### config.mk
export PLATFORM = sky130hd
export DESIGN_NAME = spio_top
export DESIGN_NICKNAME = d
export VERILOG_FILES = /design/src/shared/spio_pkg.sv /design/src/shared/spio_sync_if.sv /design/src/design/spio_sync.sv /design/src/design/spio_top.sv
export SDC_FILE = /design/constraint.sdc
export NUM_CORES = 1
export LEC_CHECK = 0
export ABC_AREA = 1
export BUFFER_PORTS_ARGS = -buffer_cell sky130_fd_sc_hd__buf_2
export CORE_MARGIN = 1
export CORE_UTILIZATION = 40
export DETAILED_ROUTE_END_ITERATION = 7
export GPL_ROUTABILITY_DRIVEN = 0
export PLACE_DENSITY_LB_ADDON = 0.08
export SYNTH_ARGS = -nofsm -noshare
export SYNTH_HDL_FRONTEND = slang
export SYNTH_SLANG_ARGS = --single-unit
### constraint.sdc
create_clock -name clk -period 2.8 [get_ports clk]
set_input_delay 0.42 -clock clk [delete_from_list [all_inputs] [get_ports clk]]
set_output_delay 0.42 -clock clk [all_outputs]
set_load 0.005 [all_outputs]
### src/shared/spio_pkg.sv
// Shared constants and types for the six- and eight-bit I/O ports
package spio_pkg;
    localparam int ADDR_W = 12;
    localparam int SIX_W = 5;
    localparam int EIGHT_W = 8;
    localparam int SYNC_W = 14;
    localparam logic [11:0] OFF_SIX_READ = 12'h000;
    localparam logic [11:0] OFF_SIX_LATCH = 12'h004;
    localparam logic [11:0] OFF_SIX_DIR = 12'h008;
    localparam logic [11:0] OFF_EIGHT_READ = 12'h00C;
    localparam logic [11:0] OFF_EIGHT_LATCH = 12'h010;
    localparam logic [11:0] OFF_EIGHT_DIR = 12'h014;
    localparam logic [11:0] OFF_CTRL = 12'h018;
    localparam int CTRL_MASTER_CLEAR_ENABLE_CFG_BIT = 0;
    localparam int CTRL_EXTERNAL_BUS_DISABLE_BIT = 1;
    localparam int CTRL_REMAP_BIT = 2;
    localparam int CTRL_DIGITAL_BIT = 3;
    localparam int INPUT_ONLY_BIT = 5;
    localparam logic [4:0] RST_SIX_DIR = 5'h1F;
    localparam logic [7:0] RST_EIGHT_DIR = 8'hFF;
    localparam logic [4:0] RST_SIX_LATCH = 5'h00;
    localparam logic [7:0] RST_EIGHT_LATCH = 8'h00;
    localparam logic [3:0] RST_CTRL = 4'h1;
    typedef enum logic [1:0] {
        SPIO_IDLE = 2'b01,
        SPIO_RESP = 2'b10
    } spio_apb_state_t;
endpackage : spio_pkg

### src/shared/spio_sync_if.sv
// Carrier between the port core and its input synchroniser
`timescale 1ns/10ps
interface spio_sync_if #(parameter int W = 14);
    logic [W-1:0] rawPins;
    logic [W-1:0] syncPins;
    modport core_side (output rawPins, input syncPins);
    modport sync_side (input rawPins, output syncPins);
endinterface : spio_sync_if

### src/design/spio_sync.sv
// Two-stage synchroniser for all port pin inputs
`timescale 1ns/10ps
module spio_sync #(
    parameter int W = 14
) (
    input wire logic clk,
    input wire logic reset_n,
    spio_sync_if.sync_side link
);
    logic [W-1:0] stageOne;
    logic [W-1:0] stageTwo;

    // First stage feeds only the second stage
    genvar i;
    generate
        for (i = 0; i < W; i++) begin : g_bit
            always_ff @(posedge clk) begin
                if (!reset_n) begin
                    stageOne[i] <= 1'b0;
                    stageTwo[i] <= 1'b0;
                end else begin
                    stageOne[i] <= link.rawPins[i];
                    stageTwo[i] <= stageOne[i];
                end
            end
        end
    endgenerate

    assign link.syncPins = stageTwo;
endmodule : spio_sync

### src/design/spio_top.sv
// Six-bit and eight-bit general-purpose I/O ports with APB registers
// Notes on behaviour
// - six-bit direction 1 tri-states, 0 drives latch
// - bits 0-4 bidirectional, bit 5 input only
// - latch register reads stored latch value
// - enabled peripheral may force pin direction
// - overrides never written into direction register
// - reset sets six-bit direction bits to ones
// - clear enable 1 makes bit 5 reset input
// - clear enable 0 makes bit 5 readable
// - unimplemented upper bits ignore writes, read zero
// - bits 1,2 shared with second serial port
// - bits 0,3,4 shared with capture/compare/PWM
// - eight-bit port bidirectional, direction as six-bit
// - eight-bit latch register reads stored latch
// - upper nibble analog or digital by config
// - reset puts upper nibble analog, reads zero
// - lower nibble carries address unless bus disabled
// - upper nibble carries PWM outputs when remapped
// - bus pins become I/O only when disable set
//
// Chosen here: the APB slave port and the register offsets.
`timescale 1ns/10ps
module spio_top #(
    parameter int SIX_W = spio_pkg::SIX_W,
    parameter int EIGHT_W = spio_pkg::EIGHT_W
) (
    input wire logic clk,
    input wire logic reset_n,
    input wire logic psel,
    input wire logic penable,
    input wire logic pwrite,
    input wire logic [11:0] paddr,
    input wire logic [31:0] pwdata,
    output logic [31:0] prdata,
    output logic pready,
    output logic pslverr,
    input wire logic [5:0] sixPinIn,
    output logic [4:0] sixPinOut,
    output logic [4:0] sixPinOe,
    input wire logic [4:0] sixPeriphOutEn,
    input wire logic [4:0] sixPeriphInEn,
    input wire logic [4:0] sixPeriphOut,
    input wire logic [7:0] eightPinIn,
    output logic [7:0] eightPinOut,
    output logic [7:0] eightPinOe,
    input wire logic [7:0] eightPeriphOutEn,
    input wire logic [7:0] eightPeriphInEn,
    input wire logic [7:0] eightPeriphOut,
    input wire logic [3:0] upperAddressBits,
    input wire logic [3:0] pwmUpperOut,
    input wire logic [3:0] pwmUpperEn,
    output logic masterClearReq,
    output logic [3:0] analogInputsUpper
);
    spio_pkg::spio_apb_state_t apbState;
    spio_pkg::spio_apb_state_t next_apbState;
    logic [4:0] sixDirection;
    logic [4:0] sixLatch;
    logic [7:0] eightDirection;
    logic [7:0] eightLatch;
    logic [3:0] ctrl;
    logic [13:0] syncPins;
    logic [5:0] sixReadValue;
    logic [7:0] eightReadValue;
    logic [31:0] next_prdata;
    logic next_err;
    logic wrEn;
    logic [4:0] next_sixOut;
    logic [4:0] next_sixOe;
    logic [7:0] next_eightOut;
    logic [7:0] next_eightOe;
    logic masterClearEnable;
    logic busDisable;
    logic pwmRemap;
    logic upperDigital;

    spio_sync_if #(.W(spio_pkg::SYNC_W)) syncLink ();

    spio_sync #(.W(spio_pkg::SYNC_W)) u_sync (
        .clk(clk),
        .reset_n(reset_n),
        .link(syncLink)
    );

    assign syncLink.rawPins = {eightPinIn, sixPinIn};
    assign syncPins = syncLink.syncPins;

    assign masterClearEnable = ctrl[spio_pkg::CTRL_MASTER_CLEAR_ENABLE_CFG_BIT];
    assign busDisable = ctrl[spio_pkg::CTRL_EXTERNAL_BUS_DISABLE_BIT];
    assign pwmRemap = ctrl[spio_pkg::CTRL_REMAP_BIT];
    assign upperDigital = ctrl[spio_pkg::CTRL_DIGITAL_BIT];

    // Pin driver choice: forced output, forced input, else software direction
    function automatic logic [1:0] pinDrive(
        input logic ovrOut,
        input logic ovrIn,
        input logic ovrVal,
        input logic dir,
        input logic lat
    );
        logic [1:0] res;
        res = {~dir, lat};
        if (ovrOut) begin
            res = {1'b1, ovrVal};
        end else if (ovrIn) begin
            res = {1'b0, lat};
        end
        return res;
    endfunction : pinDrive

    // Bit 5 reads only when it is not the clear input
    assign sixReadValue = {
        masterClearEnable ? 1'b0 : syncPins[spio_pkg::INPUT_ONLY_BIT],
        syncPins[4:0]
    };
    // Analog-mode pins read zero; conversions see the analog pad instead
    assign eightReadValue = {upperDigital ? syncPins[13:10] : 4'h0, syncPins[9:6]};

    // APB handshake: one wait state, answer registered
    always_comb begin
        next_apbState = apbState;
        case (apbState)
            spio_pkg::SPIO_IDLE: begin
                if (psel && penable) begin
                    next_apbState = spio_pkg::SPIO_RESP;
                end
            end
            spio_pkg::SPIO_RESP: begin
                next_apbState = spio_pkg::SPIO_IDLE;
            end
            default: begin
                next_apbState = spio_pkg::SPIO_IDLE;
            end
        endcase
    end

    always_ff @(posedge clk) begin
        if (!reset_n) begin
            apbState <= spio_pkg::SPIO_IDLE;
        end else begin
            apbState <= next_apbState;
        end
    end

    always_ff @(posedge clk) begin
        if (!reset_n) begin
            pready <= 1'b0;
        end else begin
            pready <= (apbState == spio_pkg::SPIO_IDLE) && psel && penable;
        end
    end

    assign wrEn = psel && penable && pready && pwrite && !pslverr;

    // Read data and error decode
    always_comb begin
        next_prdata = 32'h0000_0000;
        next_err = 1'b0;
        if (paddr == spio_pkg::OFF_SIX_READ) begin
            next_prdata[5:0] = sixReadValue;
        end else if (paddr == spio_pkg::OFF_SIX_LATCH) begin
            next_prdata[4:0] = sixLatch;
        end else if (paddr == spio_pkg::OFF_SIX_DIR) begin
            next_prdata[4:0] = sixDirection;
        end else if (paddr == spio_pkg::OFF_EIGHT_READ) begin
            next_prdata[7:0] = eightReadValue;
        end else if (paddr == spio_pkg::OFF_EIGHT_LATCH) begin
            next_prdata[7:0] = eightLatch;
        end else if (paddr == spio_pkg::OFF_EIGHT_DIR) begin
            next_prdata[7:0] = eightDirection;
        end else if (paddr == spio_pkg::OFF_CTRL) begin
            next_prdata[3:0] = ctrl;
        end else begin
            next_err = 1'b1;
        end
    end

    always_ff @(posedge clk) begin
        if (!reset_n) begin
            prdata <= 32'h0000_0000;
            pslverr <= 1'b0;
        end else if ((apbState == spio_pkg::SPIO_IDLE) && psel && penable) begin
            prdata <= pwrite ? 32'h0000_0000 : next_prdata;
            pslverr <= next_err;
        end else if (!psel) begin
            pslverr <= 1'b0;
        end
    end

    // Six-bit port registers; upper bits never stored
    always_ff @(posedge clk) begin
        if (!reset_n) begin
            sixDirection <= spio_pkg::RST_SIX_DIR;
        end else if (wrEn && paddr == spio_pkg::OFF_SIX_DIR) begin
            sixDirection <= pwdata[4:0];
        end
    end

    always_ff @(posedge clk) begin
        if (!reset_n) begin
            sixLatch <= spio_pkg::RST_SIX_LATCH;
        end else if (wrEn && (paddr == spio_pkg::OFF_SIX_LATCH || paddr == spio_pkg::OFF_SIX_READ)) begin
            sixLatch <= pwdata[4:0];
        end
    end

    // Eight-bit port registers
    always_ff @(posedge clk) begin
        if (!reset_n) begin
            eightDirection <= spio_pkg::RST_EIGHT_DIR;
        end else if (wrEn && paddr == spio_pkg::OFF_EIGHT_DIR) begin
            eightDirection <= pwdata[7:0];
        end
    end

    always_ff @(posedge clk) begin
        if (!reset_n) begin
            eightLatch <= spio_pkg::RST_EIGHT_LATCH;
        end else if (wrEn && (paddr == spio_pkg::OFF_EIGHT_LATCH || paddr == spio_pkg::OFF_EIGHT_READ)) begin
            eightLatch <= pwdata[7:0];
        end
    end

    // Control: clear enable, bus disable, remap, upper-nibble digital
    always_ff @(posedge clk) begin
        if (!reset_n) begin
            ctrl <= spio_pkg::RST_CTRL;
        end else if (wrEn && paddr == spio_pkg::OFF_CTRL) begin
            ctrl <= pwdata[3:0];
        end
    end

    // Six-bit pin drivers; peripheral overrides stay out of the registers
    always_comb begin
        next_sixOut = 5'h00;
        next_sixOe = 5'h00;
        for (int i = 0; i < SIX_W; i++) begin
            {next_sixOe[i], next_sixOut[i]} = pinDrive(sixPeriphOutEn[i], sixPeriphInEn[i],
                sixPeriphOut[i], sixDirection[i], sixLatch[i]);
        end
    end

    // Eight-bit pin drivers with bus and PWM sharing
    always_comb begin
        next_eightOut = 8'h00;
        next_eightOe = 8'h00;
        for (int i = 0; i < EIGHT_W; i++) begin
            {next_eightOe[i], next_eightOut[i]} = pinDrive(eightPeriphOutEn[i], eightPeriphInEn[i],
                eightPeriphOut[i], eightDirection[i], eightLatch[i]);
        end
        for (int i = 0; i < 4; i++) begin
            if (pwmRemap && pwmUpperEn[i]) begin
                next_eightOe[i+4] = 1'b1;
                next_eightOut[i+4] = pwmUpperOut[i];
            end
        end
        // Bus owns the low nibble until explicitly disabled
        if (!busDisable) begin
            next_eightOe[3:0] = 4'hF;
            next_eightOut[3:0] = upperAddressBits;
        end
    end

    always_ff @(posedge clk) begin
        if (!reset_n) begin
            sixPinOut <= 5'h00;
            sixPinOe <= 5'h00;
        end else begin
            sixPinOut <= next_sixOut;
            sixPinOe <= next_sixOe;
        end
    end

    // Reset value keeps the bus off the pins until ctrl is live
    always_ff @(posedge clk) begin
        if (!reset_n) begin
            eightPinOut <= 8'h00;
            eightPinOe <= 8'h00;
        end else begin
            eightPinOut <= next_eightOut;
            eightPinOe <= next_eightOe;
        end
    end

    // Clear input is active low at the pin
    always_ff @(posedge clk) begin
        if (!reset_n) begin
            masterClearReq <= 1'b0;
            analogInputsUpper <= 4'h0;
        end else begin
            masterClearReq <= masterClearEnable && !syncPins[spio_pkg::INPUT_ONLY_BIT];
            analogInputsUpper <= upperDigital ? 4'h0 : 4'hF;
        end
    end
endmodule : spio_top

==> results.tsv <==
stage	metric	value	unit
global_routing	vias in the first global route	3348	
route	Starting DRT DRC Count	159	
global_routing	Remaining Overflow, GRT	0	
synth	mux cell area share after synthesis	0.239	%
synth	simple-gate share of the synthesized area	23.7	%
cts	CTS root buffer	clkbuf_8	
setup_path	crit-path max FO	16	
route	final WL	9540	um
sta	Setup-failing EPs final	0	
synth	Synth Instances	565	
synth	area leader, netlist	dfxtp_1	
cells_and_area	final design utilization	49.5	%
cts	CTS tree	built	
cts	Clock Latency Late Sink	0.36	ns
worst_hold_path	HP Class	in2reg	
job	maxcap violations	0	
sta	Fmax	585	MHz
global_routing	initial antenna violation count	0	
run_status	status	finished, final reports clean	
setup_path	CP Launch Type	input pin	
cells_and_area	FF+latch area	0.00196	mm2
cts	CTS H-tree depth	3	
floorplanning	Core Rows	37	
synth	top cell type's share of synthesized area	46.8	%
synth	sequential area share after synthesis	46.8	%
floorplanning	die height	104	um
cts	total clock sinks	98	
floorplanning	Initial Util	41.0	%
cells_and_area	Multi-input gate area	0.00169	mm2
sta	unrepaired setup endpoints after global routing	false	
setup_path	R2R setup slack	1.23	ns
pwr	Max VDD drop	332	uV
sta	Worst Skew	0.0202	ns
synth	yosys warns	0	
sta	minimum clock period	1.71	ns
place	DP HPWL	7190	um
synth	Post-Synth XOR/XNOR Area	0	%
setup_path	WP data required	3.08	ns
sta	Fin Setup TNS	0	ns
pwr	Leak Pwr	2.77	nW
cells_and_area	area grow syn2layout	20.8	%
synth	main combinational cell family by area after synthesis	simple AND/OR/NAND/NOR gates	
cells_and_area	most frequent cells in the layout	130 x buf_2, 127 x nand2_1, 98 x dfxtp_1	
route	wire length per cell	11.5	um
cells_and_area	most common cell after layout, fill and taps aside	buf_2	
route	Final ANT Viol Nets	0	
cells_and_area	number of diodes	0	
global_routing	largest net degree at the start of global routing	71	
worst_hold_path	HP Start	eightPinIn[5]	
setup_path	CP startpoint	paddr[11]	
cells_and_area	fillers	1057	
setup_path	crit end category	flop	
synth	Post-synth ARST share	0	%
cts	post-CTS resize count	0	
cts	Post-CTS Repair Setup Buffers	0	
synth	Post-synth EDFFs	0	
setup_path	critical path data arrival time	1.99	ns
global_routing	first-pass GRT wire length	15800	um
setup_path	WS Path Type	in2reg	
setup_path	RR Startpoint	pslverr	
route	DR vias	3692	
route	via/cell ratio	4.44	
sta	Max-slew headroom	38.8	%
cells_and_area	share of cells above drive strength 1	27.3	%
synth	post-synthesis compound-gate area fraction	14.2	%
synth	Post-Synth Adder-Cell Area	0	%
cts	CTS max path bufs	2	
synth	synth unique cells	31	
synth	top_reg_cell synth	dfxtp_1	
floorplanning	Core Footprint	0.0102	mm2
synth	Post-Syn Area per Cell	7.43	um2
synth	Synth Cell Area	0.00420	mm2
cts	Inserted Clock Buffers	9	
floorplanning	die area	0.0109	mm2
sta	fin. max-slew vios	0	
global_routing	gr usage total	18.0	%
route	DR pass1 iterations	4	
pwr	pwr/cell area	520	mW/mm2
synth	Synth area leaders	dfxtp_1 47%, nand2_1 11%, inv_1 7.2%	
floorplanning	Die W	104	um
cts	CTS Hold Bufs	0	
synth	Yosys reg bits	98	
cts	clk slew on worst S/H paths	0.09	ns
cells_and_area	Final #Nets	804	
sta	final hold violation count	0	
route	DRC	0	
sta	Slew @ Worst Pin	0.912	ns
floorplanning	top-level I/O count	179	
sta	fin crit share	61.0	%
place	# port buffers	130	
-- synth_stat cells, types with 5 or more instances --
| cell type | number |
|---|---|
| inv_2 | 12 |
| inv_1 | 80 |
| dfxtp_1 | 98 |
| buf_4 | 27 |
| nand2_1 | 127 |
| nand3_1 | 25 |
| o211ai_1 | 22 |
| nor3_1 | 5 |
| o21ai_0 | 28 |
| nand2_2 | 6 |
| nor2_2 | 8 |
| a21oi_1 | 38 |
| clkbuf_1 | 11 |
| nor2_1 | 46 |
-- through the flow --
stage                     hold slack [ns]  instances  area, um2  worst slack, ns  total power, mW
after global routing                0.233        831       5070            0.823             2.76
after CTS                           0.218        831       5070             1.10             2.67
after global placement              0.397        815       4850            0.772             1.68
after detailed placement            0.395        815       4850            0.726             1.69
after floorplan                     0.390        588       4280             1.27             1.60
final                               0.241        831       5070             1.09             2.63
-- layout make-up --
type,instances,area share [%]
well taps,136,3.36
clock buffers,10,2.52
repair buffers,133,13.3
multi-input cells,354,33.3
inverters,94,6.99
flip-flops and latches,98,38.7
clock inverters,6,1.80
-- worst paths after layout --
check,to,depth (start not counted)
max,eightLatch[4],10
max reg2reg,ctrl[2],6
min reg2reg,u_sync.link.syncPins[5],2
min,u_sync.stageOne[11],3
-- state kept, by name, summed over array words and instances (netlist names), 2 cells and up --
signal,count
apbState,2
ctrl,4
eightDirection,8
eightLatch,8
eightPinOe,8
eightPinOut,8
prdata,8
sixDirection,5
sixLatch,5
sixPinOe,5
sixPinOut,5
u_sync.link.syncPins,14
u_sync.stageOne,14
-- report_power, final --
part	internal (mW)	total (mW)	switching (mW)
Sequential	1.43	1.44	0.0101
Clock	0.507	0.982	0.476
Combinational	0.0916	0.208	0.116
-- cell families (layout without fill, tap and decap cells) --
family	after synthesis	after routing
other	1	24
buffers and inverters	136	243
muxes	1	1
AOI/OAI and AO/OA	102	102
DFF	98	98
and+or+nand+nor	227	227
-- critical path, cell delays in order --
cell,delay [ns]
buf_2,0.10
nor2_2,0.10
nand2_2,0.13
nor2_4,0.20
nand2_2,0.10
nand2_2,0.07
inv_2,0.05
nor3_4,0.51
o21ai_0,0.16
a21oi_1,0.15
-- routing by layer --
layer	routed length, um	track usage [%]
met2	4450	30.1
met3	530	2.82
met4	58	6.33
met1	4500	23.5
met5	0	0
Power figures use the tool's default switching activity.
